$ cat src/tsq_map.svh
/*
  Constants for the trigger sequencer: program layout, field positions,
  reset values and timing counts.
  Assumes it is included by bare name from the sequencer sources.
*/
`ifndef TSQ_MAP_SVH
`define TSQ_MAP_SVH

// ----------------------------------------------------------------
// Program sizes
// ----------------------------------------------------------------
`define TSQ_NUM_STAGES      4
`define TSQ_NUM_MATCHERS    4
`define TSQ_NUM_COUNTERS    2
`define TSQ_NUM_CLAUSES     4
`define TSQ_BUS_WIDTH       32
`define TSQ_CNT_WIDTH       16
`define TSQ_DLY_WIDTH       16

// ----------------------------------------------------------------
// Event source mask layout: matchers in low bits, counters above
// ----------------------------------------------------------------
`define TSQ_EV_MATCH_LSB    0
`define TSQ_EV_CNT_LSB      4
`define TSQ_EV_WIDTH        6

// ----------------------------------------------------------------
// Reset values
// ----------------------------------------------------------------
`define TSQ_STAGE_FIRST     2'h0
`define TSQ_CNT_RESET       16'h0000

// ----------------------------------------------------------------
// Timing: time-mode counters tick once per microsecond
// ----------------------------------------------------------------
`define TSQ_CLK_MHZ         50
`define TSQ_TICK_NS         1000
`define TSQ_TICK_CYCLES     ((`TSQ_TICK_NS * `TSQ_CLK_MHZ) / 1000)

`endif

$ cat src/tsq_pkg.sv
/*
  Types shared by the trigger sequencer modules.
  Assumes tsq_map.svh is available on the include path.
*/
`include "tsq_map.svh"

package tsq_pkg;

  // ----------------------------------------------------------------
  // Counter operation requested by an action
  // ----------------------------------------------------------------
  typedef enum logic [1:0]
  {
    TSQ_CNT_NONE  = 2'h0,
    TSQ_CNT_INC   = 2'h1,
    TSQ_CNT_RESET = 2'h2
  } tsq_cnt_op_t;

  // ----------------------------------------------------------------
  // Run state of the sequencer, Gray along idle-run-post-done
  // ----------------------------------------------------------------
  typedef enum logic [1:0]
  {
    TSQ_IDLE = 2'h0,
    TSQ_RUN  = 2'h1,
    TSQ_POST = 2'h3,
    TSQ_DONE = 2'h2
  } tsq_run_t;

  // ----------------------------------------------------------------
  // One pattern matcher: value and care mask
  // ----------------------------------------------------------------
  typedef struct packed
  {
    logic [`TSQ_BUS_WIDTH-1:0] value;
    logic [`TSQ_BUS_WIDTH-1:0] care;
  } tsq_match_cfg_t;

  // ----------------------------------------------------------------
  // One counter: mode and terminal value
  // ----------------------------------------------------------------
  typedef struct packed
  {
    logic                      time_mode;
    logic [`TSQ_CNT_WIDTH-1:0] terminal;
  } tsq_cnt_cfg_t;

  // ----------------------------------------------------------------
  // Compound action grouped under one event
  // ----------------------------------------------------------------
  typedef struct packed
  {
    logic        trigger;
    logic        store;
    logic        jump;
    logic [1:0]  jump_to;
    tsq_cnt_op_t cnt_op0;
    tsq_cnt_op_t cnt_op1;
  } tsq_action_t;

  // ----------------------------------------------------------------
  // One clause: compound event (OR of members, optional inversion)
  // ----------------------------------------------------------------
  typedef struct packed
  {
    logic                     used;
    logic [`TSQ_EV_WIDTH-1:0] members;
    logic [`TSQ_EV_WIDTH-1:0] invert;
    tsq_action_t              action;
  } tsq_clause_t;

  // ----------------------------------------------------------------
  // One stage: ordered clauses plus a fallback
  // ----------------------------------------------------------------
  typedef struct packed
  {
    tsq_clause_t [`TSQ_NUM_CLAUSES-1:0] clauses;
    logic                               has_fallback;
    tsq_action_t                        fallback;
  } tsq_stage_t;

endpackage

$ cat src/tsq_matcher.sv
/*
  Pattern matcher bank: compares the probed bus with per-matcher
  value and care mask.
  Assumes the probed bus is synchronous to mclk_in.
*/
`timescale 1ns/1ps
`include "tsq_map.svh"

module tsq_matcher
  import tsq_pkg::*;
#(
  parameter int NUM_MATCHERS = `TSQ_NUM_MATCHERS
)
(
  // Probed bus and program
  input  wire logic [`TSQ_BUS_WIDTH-1:0] bus_in,
  input  wire tsq_match_cfg_t            cfg_in [NUM_MATCHERS],
  // Match results
  output logic [NUM_MATCHERS-1:0]        hit_out
);

  // ----------------------------------------------------------------
  // Elaboration check
  // ----------------------------------------------------------------
  if (NUM_MATCHERS < 1)
  begin : g_bad
    $error("tsq_matcher needs at least one matcher");
  end

  // ----------------------------------------------------------------
  // Comparison: any cared bit that differs breaks the match
  // ----------------------------------------------------------------
  always_comb
  begin
    for (int i = 0; i < NUM_MATCHERS; i++)
    begin
      hit_out[i] = ~|((bus_in ^ cfg_in[i].value) & cfg_in[i].care);
    end
  end

endmodule

$ cat src/tsq_counter.sv
/*
  One event counter: counts occurrences or microsecond ticks and
  flags when the terminal value is reached.
  Assumes op_in is a one-cycle request from the sequencer.
*/
`timescale 1ns/1ps
`include "tsq_map.svh"

module tsq_counter
  import tsq_pkg::*;
#(
  parameter int CNT_WIDTH = `TSQ_CNT_WIDTH
)
(
  // Clock and reset
  input  wire logic                 mclk_in,
  input  wire logic                 rst_n_in,
  // Control
  input  wire logic                 clear_in,
  input  wire tsq_cnt_op_t          op_in,
  input  wire tsq_cnt_cfg_t         cfg_in,
  // Result
  output logic                      reached_out,
  output logic [CNT_WIDTH-1:0]      count_out
);

  localparam int TICKS = (`TSQ_TICK_CYCLES < 1) ? 1 : `TSQ_TICK_CYCLES;

  if (CNT_WIDTH != `TSQ_CNT_WIDTH)
  begin : g_bad
    $error("tsq_counter width must match the terminal field");
  end

  logic [CNT_WIDTH-1:0] count;
  logic [CNT_WIDTH-1:0] next_count;
  logic [7:0]           tick;
  logic [7:0]           next_tick;

  // ----------------------------------------------------------------
  // Next count: reset beats increment; time mode runs on its own
  // ----------------------------------------------------------------
  always_comb
  begin
    next_count = count;
    next_tick  = tick;
    if (clear_in || op_in == TSQ_CNT_RESET)
    begin
      next_count = `TSQ_CNT_RESET;
      next_tick  = 8'h00;
    end
    else if (count != cfg_in.terminal)
    begin
      if (cfg_in.time_mode)
      begin
        // Saturate at terminal so the event holds once reached
        if (tick == 8'(TICKS - 1))
        begin
          next_tick  = 8'h00;
          next_count = count + 1'b1;
        end
        else
        begin
          next_tick = tick + 8'h01;
        end
      end
      else if (op_in == TSQ_CNT_INC)
      begin
        next_count = count + 1'b1;
      end
    end
  end

  always_ff @(posedge mclk_in)
  begin
    if (!rst_n_in)
    begin
      count <= `TSQ_CNT_RESET;
      tick  <= 8'h00;
    end
    else
    begin
      count <= next_count;
      tick  <= next_tick;
    end
  end

  assign reached_out = (count == cfg_in.terminal);
  assign count_out   = count;

endmodule

$ cat src/tsq_sequencer.sv
/*
  Trigger sequencer top: holds the active stage, evaluates the
  active stage's clauses on each state clock and fires trigger,
  store-gate, stage-jump and counter actions.
  Assumes the program inputs are held steady while running, and
  that state_clk_in marks one valid state-clock sample per mclk_in cycle it is high.
*/
`timescale 1ns/1ps
`include "tsq_map.svh"

// What this block does
// Program holds at most four stages, numbered from the first.
// Simple event is one of four matchers or a counter at terminal.
// Matcher compares bus to value with don't-care bits, all must agree.
// Counter event true once count, of time or occurrences, reaches terminal.
// Actions are trigger, store gate, stage jump and counter control.
// After trigger, storage stops once the post-trigger delay elapses.
// Compound event is the OR of its member simple events.
// Program never nests compound events or compound actions.
// Inverted matcher event is true when any cared field mismatches.
// Inverted counter event is true until the counter reaches terminal.
// Inversion only applies to members, never to a whole compound event.
// All actions of a compound action execute on the same state clock.
// Active stage evaluates all clauses and runs every true clause's actions.
// If no clause is true, the stage's fallback action runs.
// A stage has at most one fallback; clause count bounded by storage.
// Only one stage is active; inactive stages are ignored.
// Stage jump activates target and deactivates the jumping stage.
// Starting acquisition makes the first stage active.
// Conflicting jumps or counter operations: the earliest defined wins.
// With no store gating in the program, every state clock is stored.
// Active stage is registered, so a jump applies from the next state clock.
module tsq_sequencer
  import tsq_pkg::*;
#(
  parameter int NUM_STAGES  = `TSQ_NUM_STAGES,
  parameter int NUM_CLAUSES = `TSQ_NUM_CLAUSES
)
(
  // Clock and reset
  input  wire logic                      mclk_in,
  input  wire logic                      rst_n_in,
  // Run control
  input  wire logic                      start_in,
  input  wire logic                      state_clk_in,
  // Probed bus
  input  wire logic [`TSQ_BUS_WIDTH-1:0] bus_in,
  // Program
  input  wire tsq_match_cfg_t            match_cfg_in [`TSQ_NUM_MATCHERS],
  input  wire tsq_cnt_cfg_t              cnt_cfg_in [`TSQ_NUM_COUNTERS],
  input  wire tsq_stage_t                stage_cfg_in [NUM_STAGES],
  input  wire logic                      gate_used_in,
  input  wire logic [`TSQ_DLY_WIDTH-1:0] post_delay_in,
  // Status and strobes
  output logic [1:0]                     stage_out,
  output logic                           running_out,
  output logic                           triggered_out,
  output logic                           store_out,
  output logic                           done_out
);

  // ----------------------------------------------------------------
  // Elaboration checks
  // ----------------------------------------------------------------
  if (NUM_STAGES < 1 || NUM_STAGES > `TSQ_NUM_STAGES)
  begin : g_bad_stages
    $error("tsq_sequencer supports one to four stages");
  end
  if (NUM_CLAUSES != `TSQ_NUM_CLAUSES)
  begin : g_bad_clauses
    $error("tsq_sequencer clause count must match the stage type");
  end

  // ----------------------------------------------------------------
  // Event sources
  // ----------------------------------------------------------------
  logic [`TSQ_NUM_MATCHERS-1:0] match_hit;
  logic [`TSQ_NUM_COUNTERS-1:0] cnt_reached;
  logic [`TSQ_EV_WIDTH-1:0]     events;
  tsq_cnt_op_t                  cnt_op [`TSQ_NUM_COUNTERS];
  logic                         cnt_clear;

  tsq_matcher #(
    .NUM_MATCHERS (`TSQ_NUM_MATCHERS)
  ) u_matcher (
    .bus_in       (bus_in),
    .cfg_in       (match_cfg_in),
    .hit_out      (match_hit)
  );

  // Counters cleared at start so inverted counter events begin true
  for (genvar c = 0; c < `TSQ_NUM_COUNTERS; c++)
  begin : g_cnt
    tsq_counter #(
      .CNT_WIDTH   (`TSQ_CNT_WIDTH)
    ) u_counter (
      .mclk_in     (mclk_in),
      .rst_n_in    (rst_n_in),
      .clear_in    (cnt_clear),
      .op_in       (cnt_op[c]),
      .cfg_in      (cnt_cfg_in[c]),
      .reached_out (cnt_reached[c]),
      .count_out   ()
    );
  end

  assign events = {cnt_reached, match_hit};

  // ----------------------------------------------------------------
  // Compound event: OR of members, each optionally inverted
  // ----------------------------------------------------------------
  function automatic logic clause_true(tsq_clause_t cl, logic [`TSQ_EV_WIDTH-1:0] ev);
    // Inversion is per member only, there is no whole-event invert
    clause_true = cl.used && |(cl.members & (ev ^ cl.invert));
  endfunction

  // ----------------------------------------------------------------
  // Run state
  // ----------------------------------------------------------------
  tsq_run_t                  run;
  tsq_run_t                  next_run;
  logic [1:0]                stage;
  logic [1:0]                next_stage;
  logic [`TSQ_DLY_WIDTH-1:0] delay;
  logic [`TSQ_DLY_WIDTH-1:0] next_delay;
  logic                      next_triggered;
  logic                      triggered;
  logic                      next_store;
  logic                      next_done;

  // Merged actions of the active stage for this state clock
  logic                      fire_trigger;
  logic                      fire_store;
  logic                      jump_taken;
  logic [1:0]                jump_target;
  tsq_stage_t                act_stage;
  logic                      any_true;

  // ----------------------------------------------------------------
  // Action merge: every true clause fires, earliest wins on conflict
  // ----------------------------------------------------------------
  always_comb
  begin
    tsq_clause_t cl;
    cl           = '0;
    act_stage    = stage_cfg_in[stage];
    fire_trigger = 1'b0;
    fire_store   = 1'b0;
    jump_taken   = 1'b0;
    jump_target  = stage;
    any_true     = 1'b0;
    for (int c = 0; c < `TSQ_NUM_COUNTERS; c++)
    begin
      cnt_op[c] = TSQ_CNT_NONE;
    end
    if ((run == TSQ_RUN || run == TSQ_POST) && state_clk_in)
    begin
      for (int k = 0; k < NUM_CLAUSES; k++)
      begin
        cl = act_stage.clauses[k];
        if (clause_true(cl, events))
        begin
          any_true     = 1'b1;
          // Whole compound action applies on this same state clock
          fire_trigger = fire_trigger | cl.action.trigger;
          fire_store   = fire_store | cl.action.store;
          if (cl.action.jump && !jump_taken)
          begin
            jump_taken  = 1'b1;
            jump_target = cl.action.jump_to;
          end
          if (cnt_op[0] == TSQ_CNT_NONE)
          begin
            cnt_op[0] = cl.action.cnt_op0;
          end
          if (cnt_op[1] == TSQ_CNT_NONE)
          begin
            cnt_op[1] = cl.action.cnt_op1;
          end
        end
      end
      // Fallback only when nothing matched; the type holds just one
      if (!any_true && act_stage.has_fallback)
      begin
        fire_trigger = act_stage.fallback.trigger;
        fire_store   = act_stage.fallback.store;
        jump_taken   = act_stage.fallback.jump;
        jump_target  = act_stage.fallback.jump ? act_stage.fallback.jump_to : stage;
        cnt_op[0]    = act_stage.fallback.cnt_op0;
        cnt_op[1]    = act_stage.fallback.cnt_op1;
      end
    end
  end

  assign cnt_clear = start_in;

  // ----------------------------------------------------------------
  // Next run state, stage, delay and strobes
  // ----------------------------------------------------------------
  always_comb
  begin
    next_run       = run;
    next_stage     = stage;
    next_delay     = delay;
    next_triggered = triggered;
    next_store     = 1'b0;
    next_done      = 1'b0;
    case (run)
      TSQ_IDLE,
      TSQ_DONE:
      begin
        next_done = (run == TSQ_DONE);
      end
      TSQ_RUN,
      TSQ_POST:
      begin
        if (state_clk_in)
        begin
          // Storage is ungated when the program never uses the gate
          next_store = gate_used_in ? fire_store : 1'b1;
          if (jump_taken && {1'b0, jump_target} < 3'(NUM_STAGES))
          begin
            next_stage = jump_target;
          end
          if (run == TSQ_POST)
          begin
            // Delay counted in state clocks; zero stops right away
            if (delay == '0)
            begin
              next_run   = TSQ_DONE;
              next_store = 1'b0;
              next_done  = 1'b1;
            end
            else
            begin
              next_delay = delay - 1'b1;
            end
          end
          else if (fire_trigger)
          begin
            next_triggered = 1'b1;
            next_delay     = post_delay_in;
            next_run       = TSQ_POST;
          end
        end
      end
      default:
      begin
        next_run = TSQ_IDLE;
      end
    endcase
    // Start wins over everything and enters the first stage
    if (start_in)
    begin
      next_run       = TSQ_RUN;
      next_stage     = `TSQ_STAGE_FIRST;
      next_triggered = 1'b0;
      next_delay     = '0;
      next_store     = 1'b0;
      next_done      = 1'b0;
    end
  end

  // The post-trigger phase keeps evaluating stages for counters
  always_ff @(posedge mclk_in)
  begin
    if (!rst_n_in)
    begin
      run           <= TSQ_IDLE;
      stage         <= `TSQ_STAGE_FIRST;
      delay         <= '0;
      triggered     <= 1'b0;
      stage_out     <= `TSQ_STAGE_FIRST;
      running_out   <= 1'b0;
      triggered_out <= 1'b0;
      store_out     <= 1'b0;
      done_out      <= 1'b0;
    end
    else
    begin
      run           <= next_run;
      stage         <= next_stage;
      delay         <= next_delay;
      triggered     <= next_triggered;
      stage_out     <= next_stage;
      running_out   <= (next_run == TSQ_RUN) || (next_run == TSQ_POST);
      triggered_out <= next_triggered;
      store_out     <= next_store;
      done_out      <= next_done;
    end
  end

endmodule

$ cat config.mk
export PLATFORM = sky130hd
export DESIGN_NAME = tsq_sequencer
export DESIGN_NICKNAME = d
export VERILOG_FILES = /design/src/tsq_pkg.sv /design/src/tsq_matcher.sv /design/src/tsq_counter.sv /design/src/tsq_sequencer.sv
export VERILOG_INCLUDE_DIRS = /design/src
export SDC_FILE = /design/constraint.sdc
export NUM_CORES = 1
export LEC_CHECK = 0
export ABC_CLOCK_PERIOD_IN_PS = 4500
export BUFFER_PORTS_ARGS = -buffer_cell sky130_fd_sc_hd__buf_2
export CELL_PAD_IN_SITES_DETAIL_PLACEMENT = 0
export CELL_PAD_IN_SITES_GLOBAL_PLACEMENT = 1
export CORE_AREA = 4 4 285 287
export DETAILED_ROUTE_END_ITERATION = 8
export DIE_AREA = 0 0 289 291
export PLACE_DENSITY = 0.52
export SETUP_SLACK_MARGIN = 0.02
export SYNTH_ARGS = -nofsm -noshare
export SYNTH_HDL_FRONTEND = slang
export SYNTH_SLANG_ARGS = --single-unit
$ cat constraint.sdc
create_clock -name mclk_in -period 4.5 [get_ports mclk_in]
set_clock_uncertainty 0.1 [all_clocks]
set_input_delay 1.125 -clock mclk_in [delete_from_list [all_inputs] [get_ports mclk_in]]
set_output_delay 1.125 -clock mclk_in [all_outputs]
set_load 0.02 [all_outputs]
* Word-level counts from Yosys, hierarchy flattened
Index checks and enable logic that the tools add are counted.
Word-level totals: bits in registers 72, bits of input ports 735, output and inout port bits 6, logic and storage cells 204
Cells by class: $add $sub $neg 5, $lt $le $gt $ge 1, equal/unequal tests 19, mux-type cells 88, bitwise logic cells 27, reduce and logical (&&, ||, !) cells 53
Operator list (number):
- binary-select mux 98 bit (select 2 bit) | 1
- 2-to-1 mux 98 bit | 2
- 2-to-1 mux 16 bit | 9
- AND 32 bit | 4
- OR reduction 32 bit | 4
- bitwise XOR 32 bit | 4
- 2-to-1 mux 2 bit | 22
- 2-to-1 mux 1 bit | 42
- 2-to-1 mux 4 bit | 9
- adder 16 x 1 -> 16 bit (second input constant) | 2
- == test 16 bit | 2
- inequality test 16 bit | 2
- AND 6 bit | 4
- OR reduction 6 bit | 4
- bitwise XOR 6 bit | 4
- adder 8 x 1 -> 8 bit (second input constant) | 2
- == test 8 x 6 -> 1 bit (second input constant) | 2
- logical NOT 16 bit | 1
- 2-to-1 mux 8 bit | 2
- subtractor 16 x 1 -> 16 bit (second input constant) | 1
- logical NOT 2 bit | 7
- == test 2 bit (second input constant) | 5
- OR reduction 2 bit | 5
- logical AND 1 bit | 9
- 16 further kinds | 44

* Depth between registers and ports, before layout
depth after elaboration 27, mapped depth 19, gate-level depth less buffers 13

* Cells and area by module
Synthesis repeated with hierarchy kept, for this count alone.
Second synthesis, totals: cell total of the unflattened synthesis 1061, area, all modules 9262.6 µm²
By module, submodules not included:
- tsq_sequencer | times used 1, cells an instance 499, area an instance 4534.3 µm², sequential area each 460.4 µm²
- tsq_counter | times used 2, cells an instance 175, area an instance 1491.4 µm², sequential area each 480.5 µm²
- tsq_matcher | times used 1, cells an instance 212, area an instance 1745.4 µm², sequential area each 0.0 µm²

* Worst setup path after synthesis
No wires, ideal clock.
kind input -> register, start in bus_in[10], end reg g_cnt[1].u_counter.count[14], setup time 0.071 ns, data arrival time 4.654 ns, required time 4.329 ns, slack -0.325 ns, stages 15, path buffers 2, cells stage by stage xor2_1 > a22oi_1 > nand4_1 > or4_1 > buf_2 > xnor2_1 > a22oi_1 > a21oi_1 > a2111oi_2 > o31ai_1 > a311o_1 > o31a_1 > buf_6 > or4_1 > a21oi_1
Between the ends: longest elaborated chain between the ends 26, elaborated cells on any way between the ends 60, classes of those cells 2 x eq/ne; 17 x mux; 16 x bitwise; 25 x reduce/logical
Ends and longest elaborated chain:
- start, declared | RTL line tsq_sequencer.sv:47 | input wire logic [`TSQ_BUS_WIDTH-1:0] bus_in,
- bitwise XOR 32 bit | RTL line tsq_matcher.sv:37 | hit_out[i] = ~|((bus_in ^ cfg_in[i].value) & cfg_in[i].care);
- AND 32 bit | RTL line tsq_matcher.sv:37
- OR reduction 32 bit | RTL line tsq_matcher.sv:37
- logical NOT 1 bit | RTL line tsq_matcher.sv:37
- bitwise XOR 6 bit | RTL line tsq_sequencer.sv:114 | clause_true = cl.used && |(cl.members & (ev ^ cl.invert));
- AND 6 bit | RTL line tsq_sequencer.sv:114
- OR reduction 6 bit | RTL line tsq_sequencer.sv:114
- logical AND 1 bit | RTL line tsq_sequencer.sv:114
- [... 10 more ...]
- logical NOT 2 bit | RTL line tsq_sequencer.sv:176 | if (cnt_op[1] == TSQ_CNT_NONE)
- 2-to-1 mux 2 bit | RTL line tsq_sequencer.sv:176
- 2-to-1 mux 4 bit | RTL line tsq_sequencer.sv:161 | if (clause_true(cl, events))
- 2-to-1 mux 4 bit * | RTL line tsq_sequencer.sv:183 | if (!any_true && act_stage.has_fallback)
- 2-to-1 mux 4 bit * | RTL line tsq_sequencer.sv:156 | if ((run == TSQ_RUN || run == TSQ_POST) && state_clk_in)
- == test 2 x 1 -> 1 bit / == test 2 bit (equally long branches) | RTL line tsq_counter.sv:66, tsq_counter.sv:46
- nonzero test 2 bit (no line) / logical OR 1 bit (equally long branches)
- AND reduction 3 bit (no line) / OR reduction 2 bit (equally long branches)
- end signal, assigned | RTL line tsq_counter.sv:77 | count <= `TSQ_CNT_RESET;
- end signal, assigned | RTL line tsq_counter.sv:82 | count <= next_count;
- end, declared | RTL line tsq_counter.sv:34 | logic [CNT_WIDTH-1:0] count;
Mark *: on every way between the ends. The rest lies on a longest branch, timed or not. The select of a mux whose other input is x is not followed. A chain may end at the register's enable or synchronous reset.

* Worst setup path after layout
start in bus_in[24], end reg g_cnt[1].u_counter.count[5]
The elaborated chain is that of the path after synthesis.

==> summary.txt <==
Finish
  • Post-Route Utilization: 20.3%
  • Fin area: 15,900 µm²
  • Nets@finish: 2,606
  • Fillers: 8,938
  • Share of layout cells above drive strength 1: a little under three fifths
  • P&R area growth vs syn: 76.2%
  • Cell Count, Final, Fillers Out: around 3,000

Timing
  • Final worst path period share: 117%
  • Max_slew headroom: between 40% and 50%
  • Max Clock Freq: 190 MHz
  • Tightest Pin Transition: 873 ps
  • Tmin final: 5270 ps
  • Final worst slack: -772 ps
  • Slew Viols, Final: 0
  • Fin. Hold Viols: 0
  • RSZ-0062 raised after global routing: yes
  • Setup violations, final: 66

CTS
  • Worst-Skew Late Latency: 340 ps
  • CTS Buf Count: 9
  • H-tree depth: 3
  • CTS Buffer Depth: 2
  • Reg clk slew, reported paths: 60 ps
  • Clock root cell: clkbuf_16
  • CTS tree: done
  • Sink Count: 71

Run status
  • Failing checks: setup timing
  • Outcome: complete, but fails checks

Pwr
  • Static Leak: between 6 and 7 nW
  • Highest ir drop seen on vdd: 0.116 mV
  • Tot Pwr: between 2 and 3 mW
  • Pwr Density: 165 nW/µm²

Min path
  • HP Class: reg -> reg

GRT
  • Met1 usage: 17.4%
  • Met2 Use GR: roughly 36%
  • Antenna violations before repair: 76
  • Tot GR Track Use: 17.5%
  • Largest net degree at the start of global routing: 28
  • Vias in the first global route: 13,192
  • Global-route wire length before repair: 102,000 µm
  • Grt ovf: 0
  • Gr busiest metal: met2
  • Met3 track demand over resource: under 10%

Drt
  • Wire per inst: roughly 27 µm
  • Iteration-0 DRC Markers: 553
  • Drc violations: 0
  • Via count: 12,350
  • Pre-Repair DR Iteration Count: 5
  • Number of nets still failing antenna checks after routing: 0
  • Via/cell ratio: around 4.2
  • Final WL: 78,300 µm

Synthesis
  • EDFF count, synth: 0
  • Syn. warnings: 0
  • Sequential fraction of the synthesis area: 15.7%
  • Top FF cell, synth: dfxtp_1
  • Synth Instances: 1,009
  • Syn nets: 1,751
  • Yosys cell types: 71
  • Synth Area per Inst: ~9 µm²
  • Synthesized cell area: 9050 µm²
  • Fraction of registers with async set/reset: 0%
  • Flops & latches, synth: 71

Placement
  • Final HPWL from detailed placement: 71,700 µm
  • Placed cells: 2,879
  • Placed inst area: 14,900 µm²
  • DP Worst Slack: -1580 ps
  • Port Buf Inserts: 740
  • Gp weighted congestion: 0.964

Critical path
  • Crit path arrival time: 5450 ps
  • Crit path largest cell delay: about 680 ps
  • Critical path fanouts, max: 8
  • CP bufs+invs: 5
  • Crit path top cell by count: buf_6
  • CP top delay family: compound AO/OA/AOI/OAI gates
  • Type of the worst setup path: in -> reg
  • Slowest CP cell: or4_4
  • CP cell instances: buf_6 -> xor2_1 -> a22oi_2 -> buf_6 -> nand4_1 -> or4_4 -> xnor2_2 -> a221o_1 -> o31ai_2 -> buf_4 -> nand4_1 -> buf_6 -> a311o_1 -> o31a_1 -> buf_12 -> or4_1 -> a21oi_1
  • CP startpoint kind: input port
  • Element type at the critical path end: flop
  • Worst EP required: 4680 ps

Die
  • Die Ht: 291 µm
  • Die Wd: 289 µm
  • Top Ports: about 740
  • Die area: 84,100 µm²
  • Core ar.: 78,600 µm²
  • Starting Density: 11.5%
  • Row cnt: 103

Flow run
  • Max Cap Violations: 0
[sequential cells by signal (all words and copies together), names as in the netlist]
register and flops:
delay 16, store_out 1, stage 2, run 2, g_cnt.u_counter.tick 16, triggered 1
g_cnt.u_counter.count_out 32, done_out 1
[per-layer routing]
layer | vias up | wire [µm]
li1 | 5662 | -
met1 | 5818 | 26200
met2 | 688 | 43300
met3 | 168 | 5450
met4 | 14 | 3210
met5 | - | 100
[cell usage after synthesis (5+ instances only)]
cell	number	area share, %
a211oi_1	16	1.3
a21boi_0	6	0.50
a21oi_1	58	3.2
a22oi_1	75	6.2
a31o_2	7	0.68
a32o_1	10	1.1
a32oi_1	10	0.97
and2_1	5	0.35
and3_1	8	0.55
buf_2	20	1.1
buf_6	6	0.75
clkbuf_1	19	0.79
dfxtp_1	71	16
ha_1	7	0.97
inv_1	32	1.3
mux2_2	5	0.62
mux2i_1	15	1.7
mux4_2	79	20
nand2_1	54	2.2
nand2b_1	12	0.83
nand3_1	17	0.94
nand3b_1	5	0.41
nand4_1	28	1.9
nor2_1	61	2.5
nor2b_1	8	0.55
nor3_1	12	0.66
nor4_1	14	0.97
o21ai_0	44	2.4
o22ai_1	7	0.48
o31ai_1	7	0.58
or3_1	17	1.2
or4_1	5	0.41
xnor2_1	23	2.2
xor2_1	173	17
[power by group]
part           switching, mW  internal (mW)  total, mW  leakage, nW
combinational          0.611          0.625       1.24         6.26
sequential            0.0124          0.634      0.647        0.575
clock                  0.305          0.448      0.752        0.149
total                  0.928           1.71       2.64         6.99
[layout by cell type (no fill, tap or decap), types with 11 or more instances in the layout]
cell type | Yosys | routed
a22oi_1 | 75 | 70
a21oi_1 | 58 | 50
nor3_1 | 12 | 11
mux2i_1 | 15 | 15
buf_2 | 20 | 736
buf_6 | 6 | 20
nor2_1 | 61 | 59
nor4_1 | 14 | 14
o21ai_0 | 44 | 39
nand3_1 | 17 | 17
dfxtp_1 | 71 | 69
nand2b_1 | 12 | 11
xnor2_1 | 23 | 21
mux4_2 | 79 | 79
inv_1 | 32 | 32
or3_1 | 17 | 15
buf_4 | 4 | 125
diode_2 | 0 | 20
buf_12 | 0 | 13
a211oi_1 | 16 | 12
xor2_1 | 173 | 170
nand4_1 | 28 | 28
nand2_1 | 54 | 53
[worst paths after layout]
kind	from	to	slack, ps	cells past startpoint
min reg2reg	triggered$_SDFFE_PP0P_	triggered$_SDFFE_PP0P_	380	2
max reg2reg	stage[0]$_SDFFE_PP0P_	g_cnt[1].u_counter.count_out[5]$_SDFFE_PP0P_	-110	14
min	triggered$_SDFFE_PP0P_	triggered$_SDFFE_PP0P_	380	2
max	bus_in[24]	g_cnt[1].u_counter.count_out[5]$_SDFFE_PP0P_	-770	17
[stage by stage]
stage               hold slack (ps)  setup TNS, ps
finish                          385         -32580
global placement                369         -88860
detailed placement              375         -88540
CTS                             397         -29240
global route                    434         -40890
floorplan                       360          -2330
[logic make-up (layout without fill, tap and decap cells)]
| kind of cell | after synthesis | count (layout) | share of synthesized area (%) |
|---|---|---|---|
| flops | 71 | 71 | 15.7 |
| buf+inv | 85 | 945 | 4.47 |
| mux | 99 | 99 | 22.0 |
| compound gates | 292 | 292 | 22.7 |
| xor+xnor | 197 | 197 | 19.2 |
| simple gates | 258 | 258 | 15.0 |
| fa+ha+maj | 7 | 7 | 0.968 |
| other cells | 0 | 20 | 0 |
[worst reg2reg max path, delay by kind of cell, from the launching register on]
family	cells	cell delay, ps
compound gates	6	1530
buf+inv	5	1140
flops	1	620
mux	1	520
simple gates	2	620
[layout make-up]
| type | instances | area (µm²) | area share [%] |
|---|---|---|---|
| sequential | 71 | 1430 | 8.96 |
| tap | 1050 | 1310 | 8.24 |
| inverter | 32 | 120 | 0.754 |
| clock buffer | 10 | 239 | 1.50 |
| antenna | 20 | 50.0 | 0.314 |
| multi-input combinational | 853 | 7560 | 47.5 |
| clock inverter | 6 | 68.8 | 0.432 |
| timing repair buffer | 897 | 5150 | 32.3 |
[timing repair]
action | in CTS | in global routing
hold endpoints to repair | 0 | 0
gates resized for setup | 65 | 28
hold buffers | 0 | 0
cloned | 2 | 1
endpoints found under the setup margin | 69 | 68
pin swaps | 39 | 27
setup buffers | 18 | 5
Note: power is estimated with default switching activity, not from simulation.
